--- config.mk ---
export PLATFORM = sky130hd
export DESIGN_NAME = rps_sequencer
export DESIGN_NICKNAME = d
export VERILOG_FILES = /design/src/hw/rps_pkg.sv /design/src/hw/rps_sequencer.sv
export SDC_FILE = /design/constraint.sdc
export NUM_CORES = 1
export LEC_CHECK = 0
export BUFFER_PORTS_ARGS = -buffer_cell sky130_fd_sc_hd__buf_2
export CAP_MARGIN = 15
export CORE_MARGIN = 4
export CORE_UTILIZATION = 50
export DETAILED_ROUTE_END_ITERATION = 8
export PLACE_DENSITY_LB_ADDON = 0.05
export SYNTH_ARGS = -nofsm -noshare
export SYNTH_HDL_FRONTEND = slang
export SYNTH_SLANG_ARGS = --single-unit
--- constraint.sdc ---
create_clock -name clock -period 11.3 [get_ports clock]
set_input_delay 2.26 -clock clock [delete_from_list [all_inputs] [get_ports clock]]
set_output_delay 2.26 -clock clock [all_outputs]
set_load 0.01 [all_outputs]
--- src/hw/rps_pkg.sv ---
package rps_pkg;

  // Clock rate in kilohertz.
  localparam int unsigned CLK_KHZ = 100000;

  // Sequence times in their own units.
  localparam int unsigned MAINS_QUAL_MS = 10;
  localparam int unsigned ON_DELAY_MS = 300;
  localparam int unsigned CLAMP_DELAY_MS = 150;
  localparam int unsigned FLAG_DELAY_US = 400;
  localparam int unsigned RUN_OFF_DELAY_MS = 2;

  // Derived cycle counts; all are whole multiples of the period.
  localparam int unsigned MAINS_QUAL_CYC = MAINS_QUAL_MS * CLK_KHZ;
  localparam int unsigned ON_DELAY_CYC = ON_DELAY_MS * CLK_KHZ;
  localparam int unsigned CLAMP_DELAY_CYC = CLAMP_DELAY_MS * CLK_KHZ;
  localparam int unsigned FLAG_DELAY_CYC = FLAG_DELAY_US * CLK_KHZ / 1000;
  localparam int unsigned RUN_OFF_DELAY_CYC = RUN_OFF_DELAY_MS * CLK_KHZ;

  // Counter width, enough for the longest delay.
  localparam int unsigned CNT_W = 25;

  // Sequencer states.
  typedef enum logic [2:0] {
    RPS_OFF = 3'b000,
    RPS_ON_WAIT = 3'b001,
    RPS_FLAG_WAIT = 3'b010,
    RPS_RUNNING = 3'b011,
    RPS_OFF_WAIT = 3'b100
  } rps_state_t;

  // Qualified supply conditions handed into the sequencer.
  typedef struct packed {
    logic mains_ok;
    logic p5v_ok;
    logic switch_on;
  } rps_cond_t;

  // Outputs of the sequencer, kept together.
  typedef struct packed {
    logic supply_ok_flag_n;
    logic system_run_line;
    logic clamp_relay_on;
  } rps_out_t;

endpackage : rps_pkg

--- src/hw/rps_sequencer.sv ---
`timescale 1ns/1ps
`default_nettype none

module rps_sequencer
  import rps_pkg::*;
#(
  parameter int unsigned MAINS_QUAL = MAINS_QUAL_CYC,
  parameter int unsigned ON_DELAY = ON_DELAY_CYC,
  parameter int unsigned CLAMP_DELAY = CLAMP_DELAY_CYC,
  parameter int unsigned FLAG_DELAY = FLAG_DELAY_CYC,
  parameter int unsigned RUN_OFF_DELAY = RUN_OFF_DELAY_CYC
) (
  input wire logic clock,
  input wire logic srst,
  input wire logic mains_present,
  input wire logic p5v_present,
  input wire logic power_switch_on,
  input wire logic overcurrent,
  output logic supply_ok_flag_n,
  output logic system_run_line,
  output logic clamp_relay_on,
  output logic regulator_inhibit
);

  // Three-stage synchronisers; stage 0 feeds only stage 1.
  logic [2:0] sync0_q, sync0_d;
  logic [2:0] sync1_q, sync1_d;
  logic [2:0] sync2_q, sync2_d;
  // Accepted levels, updated when stages 1 and 2 agree.
  logic [2:0] level_q, level_d;
  // Mains dropout timer and qualified mains condition.
  logic [CNT_W-1:0] drop_cnt_q, drop_cnt_d;
  logic mains_ok_q, mains_ok_d;
  // Sequencer state, its delay counter and the outputs.
  rps_state_t state_q, state_d;
  logic [CNT_W-1:0] seq_cnt_q, seq_cnt_d;
  rps_out_t out_q, out_d;
  // Latched overcurrent fault.
  logic fault_q, fault_d;
  rps_cond_t cond;

  // Synchroniser next values; each pin passes three flops.
  always_comb begin
    sync0_d = {overcurrent, p5v_present, mains_present};
    sync1_d = sync0_q;
    sync2_d = sync1_q;
    level_d = level_q;
    for (int i = 0; i < 3; i++) begin
      if (sync1_q[i] == sync2_q[i]) begin
        level_d[i] = sync2_q[i];
      end
    end
  end

  // Synchroniser registers; reset clears them to the safe level.
  always_ff @(posedge clock) begin
    if (srst) begin
      sync0_q <= 3'h0;
      sync1_q <= 3'h0;
      sync2_q <= 3'h0;
      level_q <= 3'h0;
    end else begin
      sync0_q <= sync0_d;
      sync1_q <= sync1_d;
      sync2_q <= sync2_d;
      level_q <= level_d;
    end
  end

  // Mains qualification. A dropout only counts as a failure once it
  // has lasted longer than the qualify time; short glitches are ridden
  // through, which is the point of the timer.
  always_comb begin
    drop_cnt_d = drop_cnt_q;
    mains_ok_d = mains_ok_q;
    if (level_q[0]) begin
      // Mains present: restart the dropout timer at once.
      drop_cnt_d = '0;
      mains_ok_d = 1'b1;
    end else if (drop_cnt_q < CNT_W'(MAINS_QUAL)) begin
      drop_cnt_d = drop_cnt_q + CNT_W'(1);
    end else begin
      mains_ok_d = 1'b0;
    end
  end

  // Qualification registers.
  always_ff @(posedge clock) begin
    if (srst) begin
      drop_cnt_q <= '0;
      mains_ok_q <= 1'b0;
    end else begin
      drop_cnt_q <= drop_cnt_d;
      mains_ok_q <= mains_ok_d;
    end
  end

  // Conditions that allow the supply to be up; one driver for the struct.
  assign cond = '{mains_ok: mains_ok_q, p5v_ok: level_q[1],
                  switch_on: power_switch_on};

  // Overcurrent fault latch; only reset clears it.
  always_comb begin
    fault_d = fault_q | level_q[2];
  end

  // Fault register.
  always_ff @(posedge clock) begin
    if (srst) begin
      fault_q <= 1'b0;
    end else begin
      fault_q <= fault_d;
    end
  end

  // Sequencer. A single counter serves every delay, since the
  // delays never overlap except the clamp release, which is a
  // threshold inside the switch-on wait.
  always_comb begin
    logic down;
    down = !(cond.mains_ok && cond.p5v_ok && cond.switch_on);
    state_d = state_q;
    seq_cnt_d = seq_cnt_q;
    out_d = out_q;
    case (state_q)
      RPS_OFF: begin
        out_d = '{supply_ok_flag_n: 1'b0, system_run_line: 1'b0,
                  clamp_relay_on: 1'b0};
        seq_cnt_d = '0;
        if (!down) begin
          state_d = RPS_ON_WAIT;
        end
      end
      RPS_ON_WAIT: begin
        if (down) begin
          // Flag already low; run line low; go back quietly.
          state_d = RPS_OFF;
          out_d.clamp_relay_on = 1'b0;
          seq_cnt_d = '0;
        end else begin
          seq_cnt_d = seq_cnt_q + CNT_W'(1);
          if (seq_cnt_q + CNT_W'(1) >= CNT_W'(CLAMP_DELAY)) begin
            out_d.clamp_relay_on = 1'b1;
          end
          if (seq_cnt_q + CNT_W'(1) >= CNT_W'(ON_DELAY)) begin
            // Run line follows this delay, not the 2 ms timer.
            out_d.system_run_line = 1'b1;
            seq_cnt_d = '0;
            state_d = RPS_FLAG_WAIT;
          end
        end
      end
      RPS_FLAG_WAIT: begin
        if (down) begin
          out_d.supply_ok_flag_n = 1'b0;
          seq_cnt_d = '0;
          state_d = RPS_OFF_WAIT;
        end else begin
          seq_cnt_d = seq_cnt_q + CNT_W'(1);
          if (seq_cnt_q + CNT_W'(1) >= CNT_W'(FLAG_DELAY)) begin
            out_d.supply_ok_flag_n = 1'b1;
            state_d = RPS_RUNNING;
          end
        end
      end
      RPS_RUNNING: begin
        if (down) begin
          out_d.supply_ok_flag_n = 1'b0;
          seq_cnt_d = '0;
          state_d = RPS_OFF_WAIT;
        end
      end
      RPS_OFF_WAIT: begin
        // Conditions are ignored here so the sequence always ends.
        seq_cnt_d = seq_cnt_q + CNT_W'(1);
        if (seq_cnt_q + CNT_W'(1) >= CNT_W'(RUN_OFF_DELAY)) begin
          out_d.system_run_line = 1'b0;
          out_d.clamp_relay_on = 1'b0;
          seq_cnt_d = '0;
          state_d = RPS_OFF;
        end
      end
      default: begin
        state_d = RPS_OFF;
        seq_cnt_d = '0;
        out_d = '0;
      end
    endcase
  end

  // Sequencer registers; reset forces everything to the safe state.
  always_ff @(posedge clock) begin
    if (srst) begin
      state_q <= RPS_OFF;
      seq_cnt_q <= '0;
      out_q <= '0;
    end else begin
      state_q <= state_d;
      seq_cnt_q <= seq_cnt_d;
      out_q <= out_d;
    end
  end

  // Outputs come straight from flops.
  assign supply_ok_flag_n = out_q.supply_ok_flag_n;
  assign system_run_line = out_q.system_run_line;
  assign clamp_relay_on = out_q.clamp_relay_on;
  assign regulator_inhibit = fault_q;

  // Run line rises exactly the switch-on delay after entering wait.
  property run_rise_p;
    @(posedge clock) disable iff (srst)
      $rose(system_run_line) |-> $past(state_q) == RPS_ON_WAIT
        && $past(seq_cnt_q) == CNT_W'(ON_DELAY - 1);
  endproperty
  run_rise_a: assert property (run_rise_p)
    else $error("Run line rose outside switch-on wait.");

  // Flag only rises while the run line is high.
  flag_rise_a: assert property (
    @(posedge clock) disable iff (srst)
      $rose(supply_ok_flag_n) |-> system_run_line && $past(system_run_line))
    else $error("Flag rose without run line high.");

  // Loss of a condition drops the flag on the next edge.
  flag_drop_a: assert property (
    @(posedge clock) disable iff (srst)
      (supply_ok_flag_n && !(mains_ok_q && level_q[1] && power_switch_on))
      |=> !supply_ok_flag_n)
    else $error("Flag did not drop at switch-off.");

  // Run line stays high for the flag's falling edge and the edge after it.
  run_hold_a: assert property (
    @(posedge clock) disable iff (srst)
      $fell(supply_ok_flag_n) |-> system_run_line [*2])
    else $error("Run line fell too soon after flag.");

  // Run line and relay release together at switch-off.
  relay_drop_a: assert property (
    @(posedge clock) disable iff (srst)
      $fell(system_run_line) |-> !clamp_relay_on)
    else $error("Relay still on after run line fell.");

  // Run high implies the clamp is released.
  clamp_order_a: assert property (
    @(posedge clock) disable iff (srst)
      system_run_line |-> clamp_relay_on)
    else $error("Run line high with clamp applied.");

  // Mains only counts as failed after the full dropout time. The check
  // looks one edge back, since mains may already be back by then.
  mains_qual_a: assert property (
    @(posedge clock) disable iff (srst)
      $fell(mains_ok_q) |-> $past(!level_q[0])
        && $past(drop_cnt_q) == CNT_W'(MAINS_QUAL))
    else $error("Mains failed without a dropout.");

  // The flag is never up while the run line is down.
  flag_run_a: assert property (
    @(posedge clock) disable iff (srst)
      supply_ok_flag_n |-> system_run_line)
    else $error("Flag high while run line low.");

  // The relay is only energised at the clamp point of the switch-on wait.
  relay_rise_a: assert property (
    @(posedge clock) disable iff (srst)
      $rose(clamp_relay_on) |-> $past(state_q) == RPS_ON_WAIT
        && $past(seq_cnt_q) == CNT_W'(CLAMP_DELAY - 1))
    else $error("Relay energised at the wrong time.");

  // Once the off wait starts it only ends by reaching off, run low.
  off_finish_a: assert property (
    @(posedge clock) disable iff (srst)
      state_q == RPS_OFF_WAIT |=> state_q == RPS_OFF_WAIT
        || (state_q == RPS_OFF && !system_run_line))
    else $error("Switch-off sequence was cut short.");

  // A synchronised overcurrent latches the fault on the next edge.
  fault_set_a: assert property (
    @(posedge clock) disable iff (srst)
      level_q[2] |=> regulator_inhibit)
    else $error("Overcurrent did not latch the fault.");

  // Fault, once latched, stays.
  fault_hold_a: assert property (
    @(posedge clock) disable iff (srst)
      regulator_inhibit |=> regulator_inhibit)
    else $error("Overcurrent fault was released.");

  // Reset leaves the flag, run line and relay low.
  reset_safe_a: assert property (
    @(posedge clock) srst |=> !supply_ok_flag_n && !system_run_line
      && !clamp_relay_on)
    else $error("Outputs not safe after reset.");

  power_up_c: cover property (@(posedge clock) disable iff (srst)
    $rose(supply_ok_flag_n));
  power_down_c: cover property (@(posedge clock) disable iff (srst)
    $fell(system_run_line));
  abort_on_c: cover property (@(posedge clock) disable iff (srst)
    state_q == RPS_ON_WAIT ##1 state_q == RPS_OFF);
  // A short dropout ridden through while the supply is up.
  ride_through_c: cover property (@(posedge clock) disable iff (srst)
    !level_q[0] && mains_ok_q && supply_ok_flag_n);
  fault_c: cover property (@(posedge clock) disable iff (srst)
    $rose(regulator_inhibit));

endmodule // rps_sequencer

`default_nettype wire

After elaboration in Yosys (flattened, before gate mapping):

Cells that the tools add are included.

* add/sub/neg operators: 2
* multiply operators: 0
* div/mod/pow operators: 0
* $lt $le $gt $ge: 5
* equality and inequality tests: 16
* shifts and indexed selects: 0
* multiplexer cells: 26
* bitwise gates (word level): 3
* reduce and logical (&&, ||, !) cells: 10

Operators by type and width (count)
* two-way mux 25 bit: 5
* one-hot mux 25 bit (4 select lines): 1
* adder 25 x 1 -> 25 bit, second input constant: 2
* greater-or-equal comparator 25 x 16 -> 1 bit, second input constant: 1
* greater-or-equal comparator 25 x 18 -> 1 bit, second input constant: 1
* greater-or-equal comparator 25 x 24 -> 1 bit, second input constant: 1
* greater-or-equal comparator 25 bit, second input constant: 1
* < comparator 25 x 20 -> 1 bit, second input constant: 1
* two-way mux 3 bit: 7
* one-hot mux 3 bit (5 select lines): 1
* != test 2 bit, second input constant: 6
* two-way mux 1 bit: 9
* != test 3 bit, second input constant: 3
* == test 3 x 2 -> 1 bit, second input constant: 2
* one-hot mux 2 bit (3 select lines): 1
* AND reduction 3 bit: 2
* OR reduction 2 bit: 3
* AND reduction 5 bit: 1
* AND reduction 4 bit: 1
* == test 1 bit: 3
* == test 3 x 1 -> 1 bit, second input constant: 1
* == test 3 bit, second input constant: 1
* logical NOT 3 bit: 1
* one-hot mux 1 bit (3 select lines): 1
* 4 further kinds: 6

* flip-flop bits (word level): 70
* latch bits: 0
* memory bits (writable): 0
* ROM bits: 0
* input bits: 6
* output and inout bits: 4
* word-level logic and storage cells: 76
* memories kept: 0

Longest topological paths before layout:

Gate-level depths: netlist of the first run.

* depth after elaboration: 5
* depth in mapped cells: 14
* depth with buffers taken out: 11

Worst setup path before layout of the first run:

Ideal clock, no wire load.

* path type: input to register
* from: input power_switch_on
* to: register seq_cnt_q[18]
* setup time: 0.069 ns
* arrival: 3.577 ns
* required time: 11.231 ns
* slack: 7.654 ns
* stages on the path: 8
* path buffers: 1
* path through: and3_1 nand2_1 nor2_1 nand2_1 a31o_2 clkbuf_1 or3_1 o21ai_1

* word-level cells in the longest chain between the ends: 3
* elaborated cells on any way between the ends: 5

RTL lines
* start, declared: line rps_sequencer.sv:17 `input wire logic power_switch_on,`
* logical AND 1 bit *: line rps_sequencer.sv:121 `down = !(cond.mains_ok && cond.p5v_ok && cond.switch_on);`
* two-way mux 25 bit, on equally long branches: line rps_sequencer.sv:154, rps_sequencer.sv:135
* one-hot mux 25 bit (4 select lines): line rps_sequencer.sv:125 `case (state_q)`
* end signal, assigned: line rps_sequencer.sv:199 `seq_cnt_q <= seq_cnt_d;`
* end, declared: line rps_sequencer.sv:36 `logic [CNT_W-1:0] seq_cnt_q, seq_cnt_d;`

Mark *: on every way between the ends. The rest lies on a longest branch, timed or not.
A chain may end at the register's enable or synchronous reset.

Worst setup path in the final report of the first run:

* from: register seq_cnt_q[0]
* to: register seq_cnt_q[17]

* word-level cells in the longest chain between the ends: 5
* elaborated cells on any way between the ends: 8

RTL lines
* adder 25 x 1 -> 25 bit *
* greater-or-equal comparator 25 bit: line rps_sequencer.sv:145 `if (seq_cnt_q + CNT_W'(1) >= CNT_W'(ON_DELAY)) begin`
* two-way mux 25 bit: line rps_sequencer.sv:145
* two-way mux 25 bit: line rps_sequencer.sv:135 `if (down) begin`
* one-hot mux 25 bit (4 select lines) *: line rps_sequencer.sv:125

Marks and branches as above.

==> results of run 1 <==
## area by class of cell
type                       instances  area, sq um
sequential                        70         1400
inverter                           8         30.0
tap                              102          128
multi-input combinational        406         2440
fill                             744         3490
clock buffer                       9          124
clock inverter                     7          103
timing repair buffer               9         45.0
## flip-flops by register name (all words and copies together) (netlist names), 3 cells and up
name / flops
drop_cnt_q: 25
seq_cnt_q: 25
level_q: 3
state_q: 3
sync0_q: 3
sync1_q: 3
sync2_q: 3
## per-layer routing
metal,vias up,share of wire [%],GRT usage (%)
met5,-,0,0
met4,0,1.2,5.54
met3,14,6.6,4.81
met2,132,43,30.2
met1,1720,49,29.1
li1,1865,-,-
## kinds of logic after synthesis
logic type / Yosys count / synth area share, %
adder cells (fa/ha/maj): 2 / 0.625
flip-flops: 70 / 35.0
buffers and inverters: 42 / 4.03
multiplexers: 4 / 1.03
XOR/XNOR: 29 / 6.34
AO/OA/AOI/OAI: 128 / 21.3
AND/OR/NAND/NOR: 243 / 31.6
## worst max path at each step
stage | from | to | slack [ns]
final | seq_cnt_q[0]$_SDFFE_PP0P_ | seq_cnt_q[17]$_SDFFE_PP0P_ | 6.99
after detailed placement | seq_cnt_q[0]$_SDFFE_PP0P_ | seq_cnt_q[17]$_SDFFE_PP0P_ | 7.11
after floorplan | power_switch_on | seq_cnt_q[18]$_SDFFE_PP0P_ | 7.65
after global routing | seq_cnt_q[0]$_SDFFE_PP0P_ | seq_cnt_q[17]$_SDFFE_PP0P_ | 6.61
after CTS | seq_cnt_q[0]$_SDFFE_PP0P_ | seq_cnt_q[17]$_SDFFE_PP0P_ | 7.07
after global placement | power_switch_on | seq_cnt_q[17]$_SDFFE_PP0P_ | 7.14
## placed cells by master (no fill, tap or decap), types with 11 or more instances in the layout
cell	instances
dfxtp_1	70
nand2_1	54
nor2_1	54
o21ai_0	29
a21oi_1	26
xnor2_1	19
nand3_1	16
nor3_1	14
nand4_1	14
and3_1	12
nor2b_1	12
or3_1	11
## power breakdown
part           switching, mW  internal (mW)  total [mW]
sequential           0.00284          0.249       0.252
clock                  0.106          0.128       0.233
combinational        0.00813        0.00538      0.0135
total                  0.117          0.382       0.499
## metrics by stage
step	hold slack, ns	util [%]	cells
floorplan	0.414	-	518
global placement	0.418	52.1	595
detailed placement	0.424	52.1	595
CTS	0.453	55.0	611
global route	0.463	55.0	611
finish	0.448	55.0	611
==> run summary, run 1 <==
Slowest cell on the critical path = nor4_1
Syn Std Cell Area = 4010 sq um
# diodes = 0
Congestion Overflow GR = 0
Leakage = 1.43 nW
Worst Max-Slew Pin Slew = 0.907 ns
CP top delay family = simple AND/OR/NAND/NOR gates
Top post-synthesis cells by count = 70 x dfxtp_1, 54 x nand2_1, 54 x nor2_1
Worst-path cell chain = ha_1 -> nand3_1 -> nor4_1 -> nand3_1 -> a221oi_1 -> o41ai_1 -> a211oi_1 -> o21ai_1 -> a31o_2 -> or4_1 -> o211ai_1
Core area = 7770 sq um
Final hold vios = 0
Die width = 97.5 microns
Dominant cell type by area after synthesis = dfxtp_1
Wire length of the first global-routing pass = 16.2 mm
Tot Pwr = 0.499 mW
Final setup margin = 6.99 ns
Hpwl dp = 6.47 mm
Area post-placement = 4050 sq um
Synth top area cells = dfxtp_1 35%, nand2_1 5.1%, nor2_1 5.1%
Slew HR = 39.3%
R2r endpoint = seq_cnt_q[17]$_SDFFE_PP0P_
Hold depth = 1
WL final = 9.55 mm
CTS tree = done
Initial Util = 51.6%
Via count of the first global-routing pass = 3401
Largest stage delay on the critical path = 0.68 ns
Clk buf depth = 2
Pre-CTS setup slack = 7.11 ns
Critical path class = flop to flop
Final instance area = 4270 sq um
Drt wl/cell = 15.6 microns
R2r worst-path depth = 11
Most frequent cell after synthesis = dfxtp_1
CTS Buf Count = 9
Final period utilization = 38.1%
Share of cells above drive strength 1 = 6.88%
Clock slew at reported path FFs = 0.08 ns
Yosys warning count = 0
Final max-slew violation count = 0
I/O pins = 10
Postcts setup bufs = 0
Post-DRT Antenna Nets = 0
Final nets = 512
Max frequency = 232 MHz
Clock sink total = 70
Overall routing resource usage = 20.2%
Number of I/O port buffers = 9
Via-to-Cell Ratio = 6.11
Worst skew pair latency = 0.36 ns
Hold endpoint = sync1_q[0]$_SDFF_PP0_
Syn Nets = 526
Mean Syn Cell Area = 7.73 sq um
Kind of path behind the tightest hold check = flop to flop
Die area = 9510 sq um
Netlist cell types = 64
Area Growth Syn to Fin = 6.69%
Status = finished clean
Drt first-iter violations = 287
Worst EP arrival = 4.58 ns
Final setup violation count = 0
Dominant synthesized flop cell = dfxtp_1
Post-route DRC = 0
Hold_buf cts = 0
Post-synth top area share = 35.0%
Crit path launch type = flop
Setup TNS = 0 ns
Number of cell rows = 32
Bufs and invs on worst path = 0
RSZ-0062 raised after global routing = false
Final min period = 4.31 ns
Routed vias = 3731
EDFF count, synth = 0
Die Y = 97.5 microns
Max cap viols = 0
Initial antenna violation count = 0
Beginning of the worst hold path = sync0_q[0]$_SDFF_PP0_
Cell mode on critical path = nand3_1
Critical path capture point type = flop
Largest net degree at the start of global routing = 40
CTS root buf = clkbuf_8
Cts repair resizes = 0
CP Data Required Time = 11.57 ns
Syn Inst Count = 518
Asr flop ratio synth = 0%
Cell depth of the worst setup path = 11
GP Congestion = 0.894
CTS H-tree lvls = 3
Maximum vdd drop = 0.0698 mV
Power per standard cell area = 117 nW/um^2
Seq/Total Area, Yosys = 35.0%
Synth Register Bits = 70
Final setup skew = 0.0132 ns
Reg-to-reg slack, setup = 6.99 ns
Max Fanout on Critical Path = 31
1st-pass router iterations = 5
R2R Path Start = seq_cnt_q[0]$_SDFFE_PP0P_
(Power assumes the default switching activity.)
==> inputs of run 2 (changes only) <==
Clock period 11.3 ns to 3.85 ns, I/O delays scaled along.
==> run 2 against run 1 <==
Net effect:
- first-iteration DRC count decreased by 20%
- non-clock buffer count increased by 34
- worst hold slack about the same
- final area increased by 5.1%
- global-route usage increased by 0.52 points
- combinational power increased to 2.9 times the previous value
- wire length increased by 4.4%
- die area unchanged
- final cell count increased by 5.6%
- largest power group unchanged
- highest routed layer unchanged
==> run summary, run 2 (synthesized netlist as in run 1, its figures left out) <==
Status = finished clean
Final max-slew violation count = 0
Drt first-iter violations = 230
Wire length of the first global-routing pass = 16.5 mm
Max frequency = 271 MHz
Initial antenna violation count = 0
WL final = 9.98 mm
Number of cell rows = 32
Power per standard cell area = 302 nW/um^2
Hpwl dp = 7.09 mm
Final min period = 3.69 ns
Post-route DRC = 0
Leakage = 1.57 nW
Clock sink total = 70
Die area = 9510 sq um
Congestion Overflow GR = 0
Post-DRT Antenna Nets = 0
Critical path capture point type = flop
Final setup skew = 0.0105 ns
I/O pins = 10
Kind of path behind the tightest hold check = flop to flop
Placed insts = 628
Die width = 97.5 microns
Clk buf depth = 2
Via-to-Cell Ratio = 5.97
CTS root buf = clkbuf_8
CTS Buf Count = 9
1st-pass router iterations = 5
Maximum vdd drop = 0.210 mV
Metal-1 WL = 4.94 mm
Max Fanout on Critical Path = 8
Area Growth Syn to Fin = 12.2%
Critical path class = flop to flop
Final nets = 546
Routed vias = 3848
Max cap viols = 0
Final hold vios = 0
CP Data Required Time = 4.09 ns
GP Congestion = 0.941
Crit path launch type = flop
Hold_buf cts = 0
Commonest non-fill, non-tap cells in the layout = 68 x dfxtp_1, 54 x nand2_1, 54 x nor2_1
Largest net degree at the start of global routing = 40
RSZ-0062 raised after global routing = false
Top sig layer = met4
Commonest non-fill, non-tap cell in the layout = dfxtp_1
Core area = 7770 sq um
Worst EP arrival = 3.93 ns
Non-Filler Instances = 645
Number of I/O port buffers = 9
# diodes = 0
CTS H-tree lvls = 3
Die Y = 97.5 microns
Slew HR = 37.4%
Clock slew at reported path FFs = 0.09 ns
Share of cells above drive strength 1 = 13.1%
CTS tree = done
Worst Max-Slew Pin Slew = 0.936 ns
Final period utilization = 95.8%
Via count of the first global-routing pass = 3438
Routed length on met2 = 4.23 mm
Overall routing resource usage = 20.8%
Final setup violation count = 0
DR WL met3 = 681 microns
Largest regs = drop_cnt_q: 25 flops, seq_cnt_q: 25 flops
Initial Util = 51.6%
Core Util, Final = 57.8%
Drt wl/cell = 15.5 microns
Worst skew pair latency = 0.35 ns
Setup TNS = 0 ns
[run 2: changes by cell type in the layout (fill, tap and decap cells not counted)]
cell and delta:
buf_4 +34, dfxtp_1 -2, clkinvlp_4 +2, inv_8 +1
clkinv_2 -1, bufinv_16 -2, dfxtp_2 +2
[run 2: final timing paths]
path / startpoint / endpoint / slack, ns / cells after the start
worst min register to register: sync0_q[0]$_SDFF_PP0_ / sync1_q[0]$_SDFF_PP0_ / 0.45 / 1
worst max register to register: seq_cnt_q[8]$_SDFFE_PP0P_ / state_q[0]$_SDFFE_PP0P_ / 0.16 / 10
worst max-delay path: seq_cnt_q[8]$_SDFFE_PP0P_ / state_q[0]$_SDFFE_PP0P_ / 0.16 / 10
worst min-delay path: sync0_q[0]$_SDFF_PP0_ / sync1_q[0]$_SDFF_PP0_ / 0.45 / 1
[run 2: area by class of cell]
class,instances,area (sq um)
inverters,8,30.0
multi-input cells,406,2440
flip-flops and latches,70,1400
clock inverters,7,63.8
repair buffers,43,300
fillers,751,3280
clock buffers,9,124
well taps,102,128
[run 2: critical path, stage by stage (launching register included)]
cell and delay [ns]:
dfxtp_1 0.40, nand3_4 0.13, or4_1 0.60, or4_1 0.55, a2111oi_2 0.36, o22ai_1 0.15, or4_1 0.59, and2_0 0.18
a2bb2oi_1 0.15, o21bai_4 0.15, mux2_1 0.33
[run 2: power breakdown]
group / switching, mW / internal, mW
Combinational: 0.0234 / 0.0157
Sequential: 0.00781 / 0.731
Clock: 0.328 / 0.250
[run 2: layer usage]
metal | vias up | track usage [%]
li1 | 1927 | -
met3 | 13 | 4.45
met2 | 132 | 30.5
met4 | 0 | 6.92
met5 | - | 0
met1 | 1776 | 30.0
[run 2: timing repair]
action / CTS / global route
setup buffers: 0 / 1
endpoints found under the setup margin: 0 / 4
resized for setup: 0 / 2
[run 2: per-stage QoR]
stage	hold WS (ns)	power (mW)	instance area [sq um]	setup slack (ns)
finish	0.447	1.36	4490	0.161
global route	0.466	1.42	4490	0.0227
CTS	0.452	1.38	4480	0.101
detailed placement	0.433	0.796	4290	0.123
global placement	0.424	0.794	4290	0.185
floorplan	0.414	0.786	4010	0.247
==> inputs of run 3 (changes only) <==
Settings changed: CAP_MARGIN 15 to 0, MAX_ROUTING_LAYER set to met4, TNS_END_PERCENT set to 10.
==> run 3 against run 2 <==
Net effect:
- combinational power about the same
- clock-buffer cell count increased by 1
- fmax increased by 1.6%
- clock skew decreased by 0.0022 ns
- global-route usage increased by 1.2 points
- critical endpoint is now seq_cnt_q[7]$_SDFFE_PP0P_
==> run summary, run 3 (synthesized netlist as in run 1, its figures left out) <==
CP Data Required Time = 4.08 ns
RSZ-0062 raised after global routing = false
Core Util, Final = 57.3%
Area Growth Syn to Fin = 11.1%
Last element of the critical path = seq_cnt_q[7]$_SDFFE_PP0P_
Clock slew at reported path FFs = 0.08 ns
Slew HR = 37.2%
Die Y = 97.5 microns
Number of I/O port buffers = 9
Worst Max-Slew Pin Slew = 0.939 ns
Routed vias = 3919
Final hold vios = 0
Clk buf depth = 2
Initial antenna violation count = 0
CTS H-tree lvls = 3
GP Congestion = 0.917
Largest stage delay on the critical path = 0.48 ns
Overall routing resource usage = 21.9%
R2R Path Start = seq_cnt_q[0]$_SDFFE_PP0P_
Hold depth = 1
Hpwl dp = 7.18 mm
Drt first-iter violations = 272
Critical path class = flop to flop
Initial Util = 51.6%
Sequential share of power = 55.7%
Max cap viols = 0
Commonest non-fill, non-tap cell in the layout = dfxtp_1
GRT Max-Usage Layer = met2
Final nets = 540
Net Switching = 0.326 mW
Number of cell rows = 32
Hold Slack = 0.443 ns
I/O pins = 10
Worst skew pair latency = 0.35 ns
Reg-to-reg slack, setup = 0.22 ns
Slowest cell on the critical path = or3_1
Post-DRT Antenna Nets = 0
Comb power frac = 2.9%
R2r endpoint = seq_cnt_q[7]$_SDFFE_PP0P_
Postcts setup bufs = 0
Congestion Overflow GR = 0
Share of cells above drive strength 1 = 12.3%
R2r worst-path depth = 11
Largest net degree at the start of global routing = 40
Final max-slew violation count = 0
Post-route DRC = 0
CTS root buf = clkbuf_8
Final setup skew = 0.00833 ns
Final period utilization = 94.3%
Critical path capture point type = flop
Core area = 7770 sq um
CP startpoint = seq_cnt_q[0]$_SDFFE_PP0P_
Met3 GRT Util = 4.16%
Crit path launch type = flop
Maximum vdd drop = 0.206 mV
Die width = 97.5 microns
Hold_buf cts = 0
Final setup violation count = 0
CTS Buf Count = 9
Max frequency = 276 MHz
Placed insts = 623
Kind of path behind the tightest hold check = flop to flop
# diodes = 0
Final min period = 3.63 ns
CTS tree = done
Via count of the first global-routing pass = 3523
Drt wl/cell = 15.7 microns
Commonest non-fill, non-tap cells in the layout = 68 x dfxtp_1, 54 x nand2_1, 54 x nor2_1
Leakage = 1.53 nW
Switching Fraction = 24.6%
Largest regs = drop_cnt_q: 25 flops, seq_cnt_q: 25 flops
Clock sink total = 70
Max Fanout on Critical Path = 8
Power per standard cell area = 298 nW/um^2
Met2 Track Usage GR = 31.7%
Wire length of the first global-routing pass = 16.9 mm
WL final = 10.0 mm
Cts repair resizes = 0
Internal = 1.00 mW
1st-pass router iterations = 5
Setup TNS = 0 ns
Worst EP arrival = 3.86 ns
Met1 Use GR = 31.1%
Via-to-Cell Ratio = 6.13
Non-Filler Instances = 639
Die area = 9510 sq um
Worst-path cell chain = ha_1 -> nand3_1 -> or3_1 -> o31a_1 -> a221oi_1 -> o41ai_1 -> a211oi_1 -> o21ai_1 -> a31o_2 -> buf_4 -> o32ai_1
Status = finished clean
Clk pwr share = 41.3%
## run 3: power by group through the flow
stage / Sequential (mW) / Clock (mW) / Combinational (mW)
finish: 0.740 / 0.548 / 0.0389
global route: 0.741 / 0.595 / 0.0441
CTS: 0.740 / 0.562 / 0.0392
detailed placement: 0.757 / 0 / 0.0391
global placement: 0.756 / 0 / 0.0385
floorplan: 0.752 / 0 / 0.0345
## run 3: how the worst min path moves through the flow
stage	start	end	slack, ns
after floorplan	sync0_q[0]$_SDFF_PP0_	sync1_q[0]$_SDFF_PP0_	0.41
after global placement	sync0_q[0]$_SDFF_PP0_	sync1_q[0]$_SDFF_PP0_	0.42
after detailed placement	sync0_q[0]$_SDFF_PP0_	sync1_q[0]$_SDFF_PP0_	0.43
after CTS	sync0_q[0]$_SDFF_PP0_	sync1_q[0]$_SDFF_PP0_	0.45
after global routing	sync0_q[0]$_SDFF_PP0_	sync1_q[0]$_SDFF_PP0_	0.47
final	sync0_q[0]$_SDFF_PP0_	sync1_q[0]$_SDFF_PP0_	0.44
## run 3: worst max-delay path: cells and delay by family, from the launching register on
kind	cells	cell delay, ns
flops	1	0.45
simple gates	2	0.70
compound gates	7	1.96
buf+inv	1	0.18
fa+ha+maj	1	0.21
## run 3: cell type report
class	count	area (sq um)
clock buffer	10	138
sequential	70	1400
clock inverter	6	45.0
fill	745	3320
timing repair buffer	37	255
multi-input combinational	406	2450
tap	102	128
inverter	8	30.0
## run 3: through the flow
| stage | setup WS (ns) | power (mW) | instance area (sq um) |
|---|---|---|---|
| floorplan | 0.247 | 0.786 | 4010 |
| global placement | 0.237 | 0.795 | 4260 |
| detailed placement | 0.177 | 0.796 | 4260 |
| CTS | 0.156 | 1.34 | 4440 |
| global route | 0.0131 | 1.38 | 4450 |
| finish | 0.221 | 1.33 | 4450 |
## run 3: layer usage
| metal | vias to the layer above | routed length, microns |
|---|---|---|
| met5 | - | 0 |
| met4 | 0 | 171 |
| met3 | 17 | 589 |
| met2 | 134 | 4460 |
| met1 | 1847 | 4820 |
| li1 | 1921 | - |
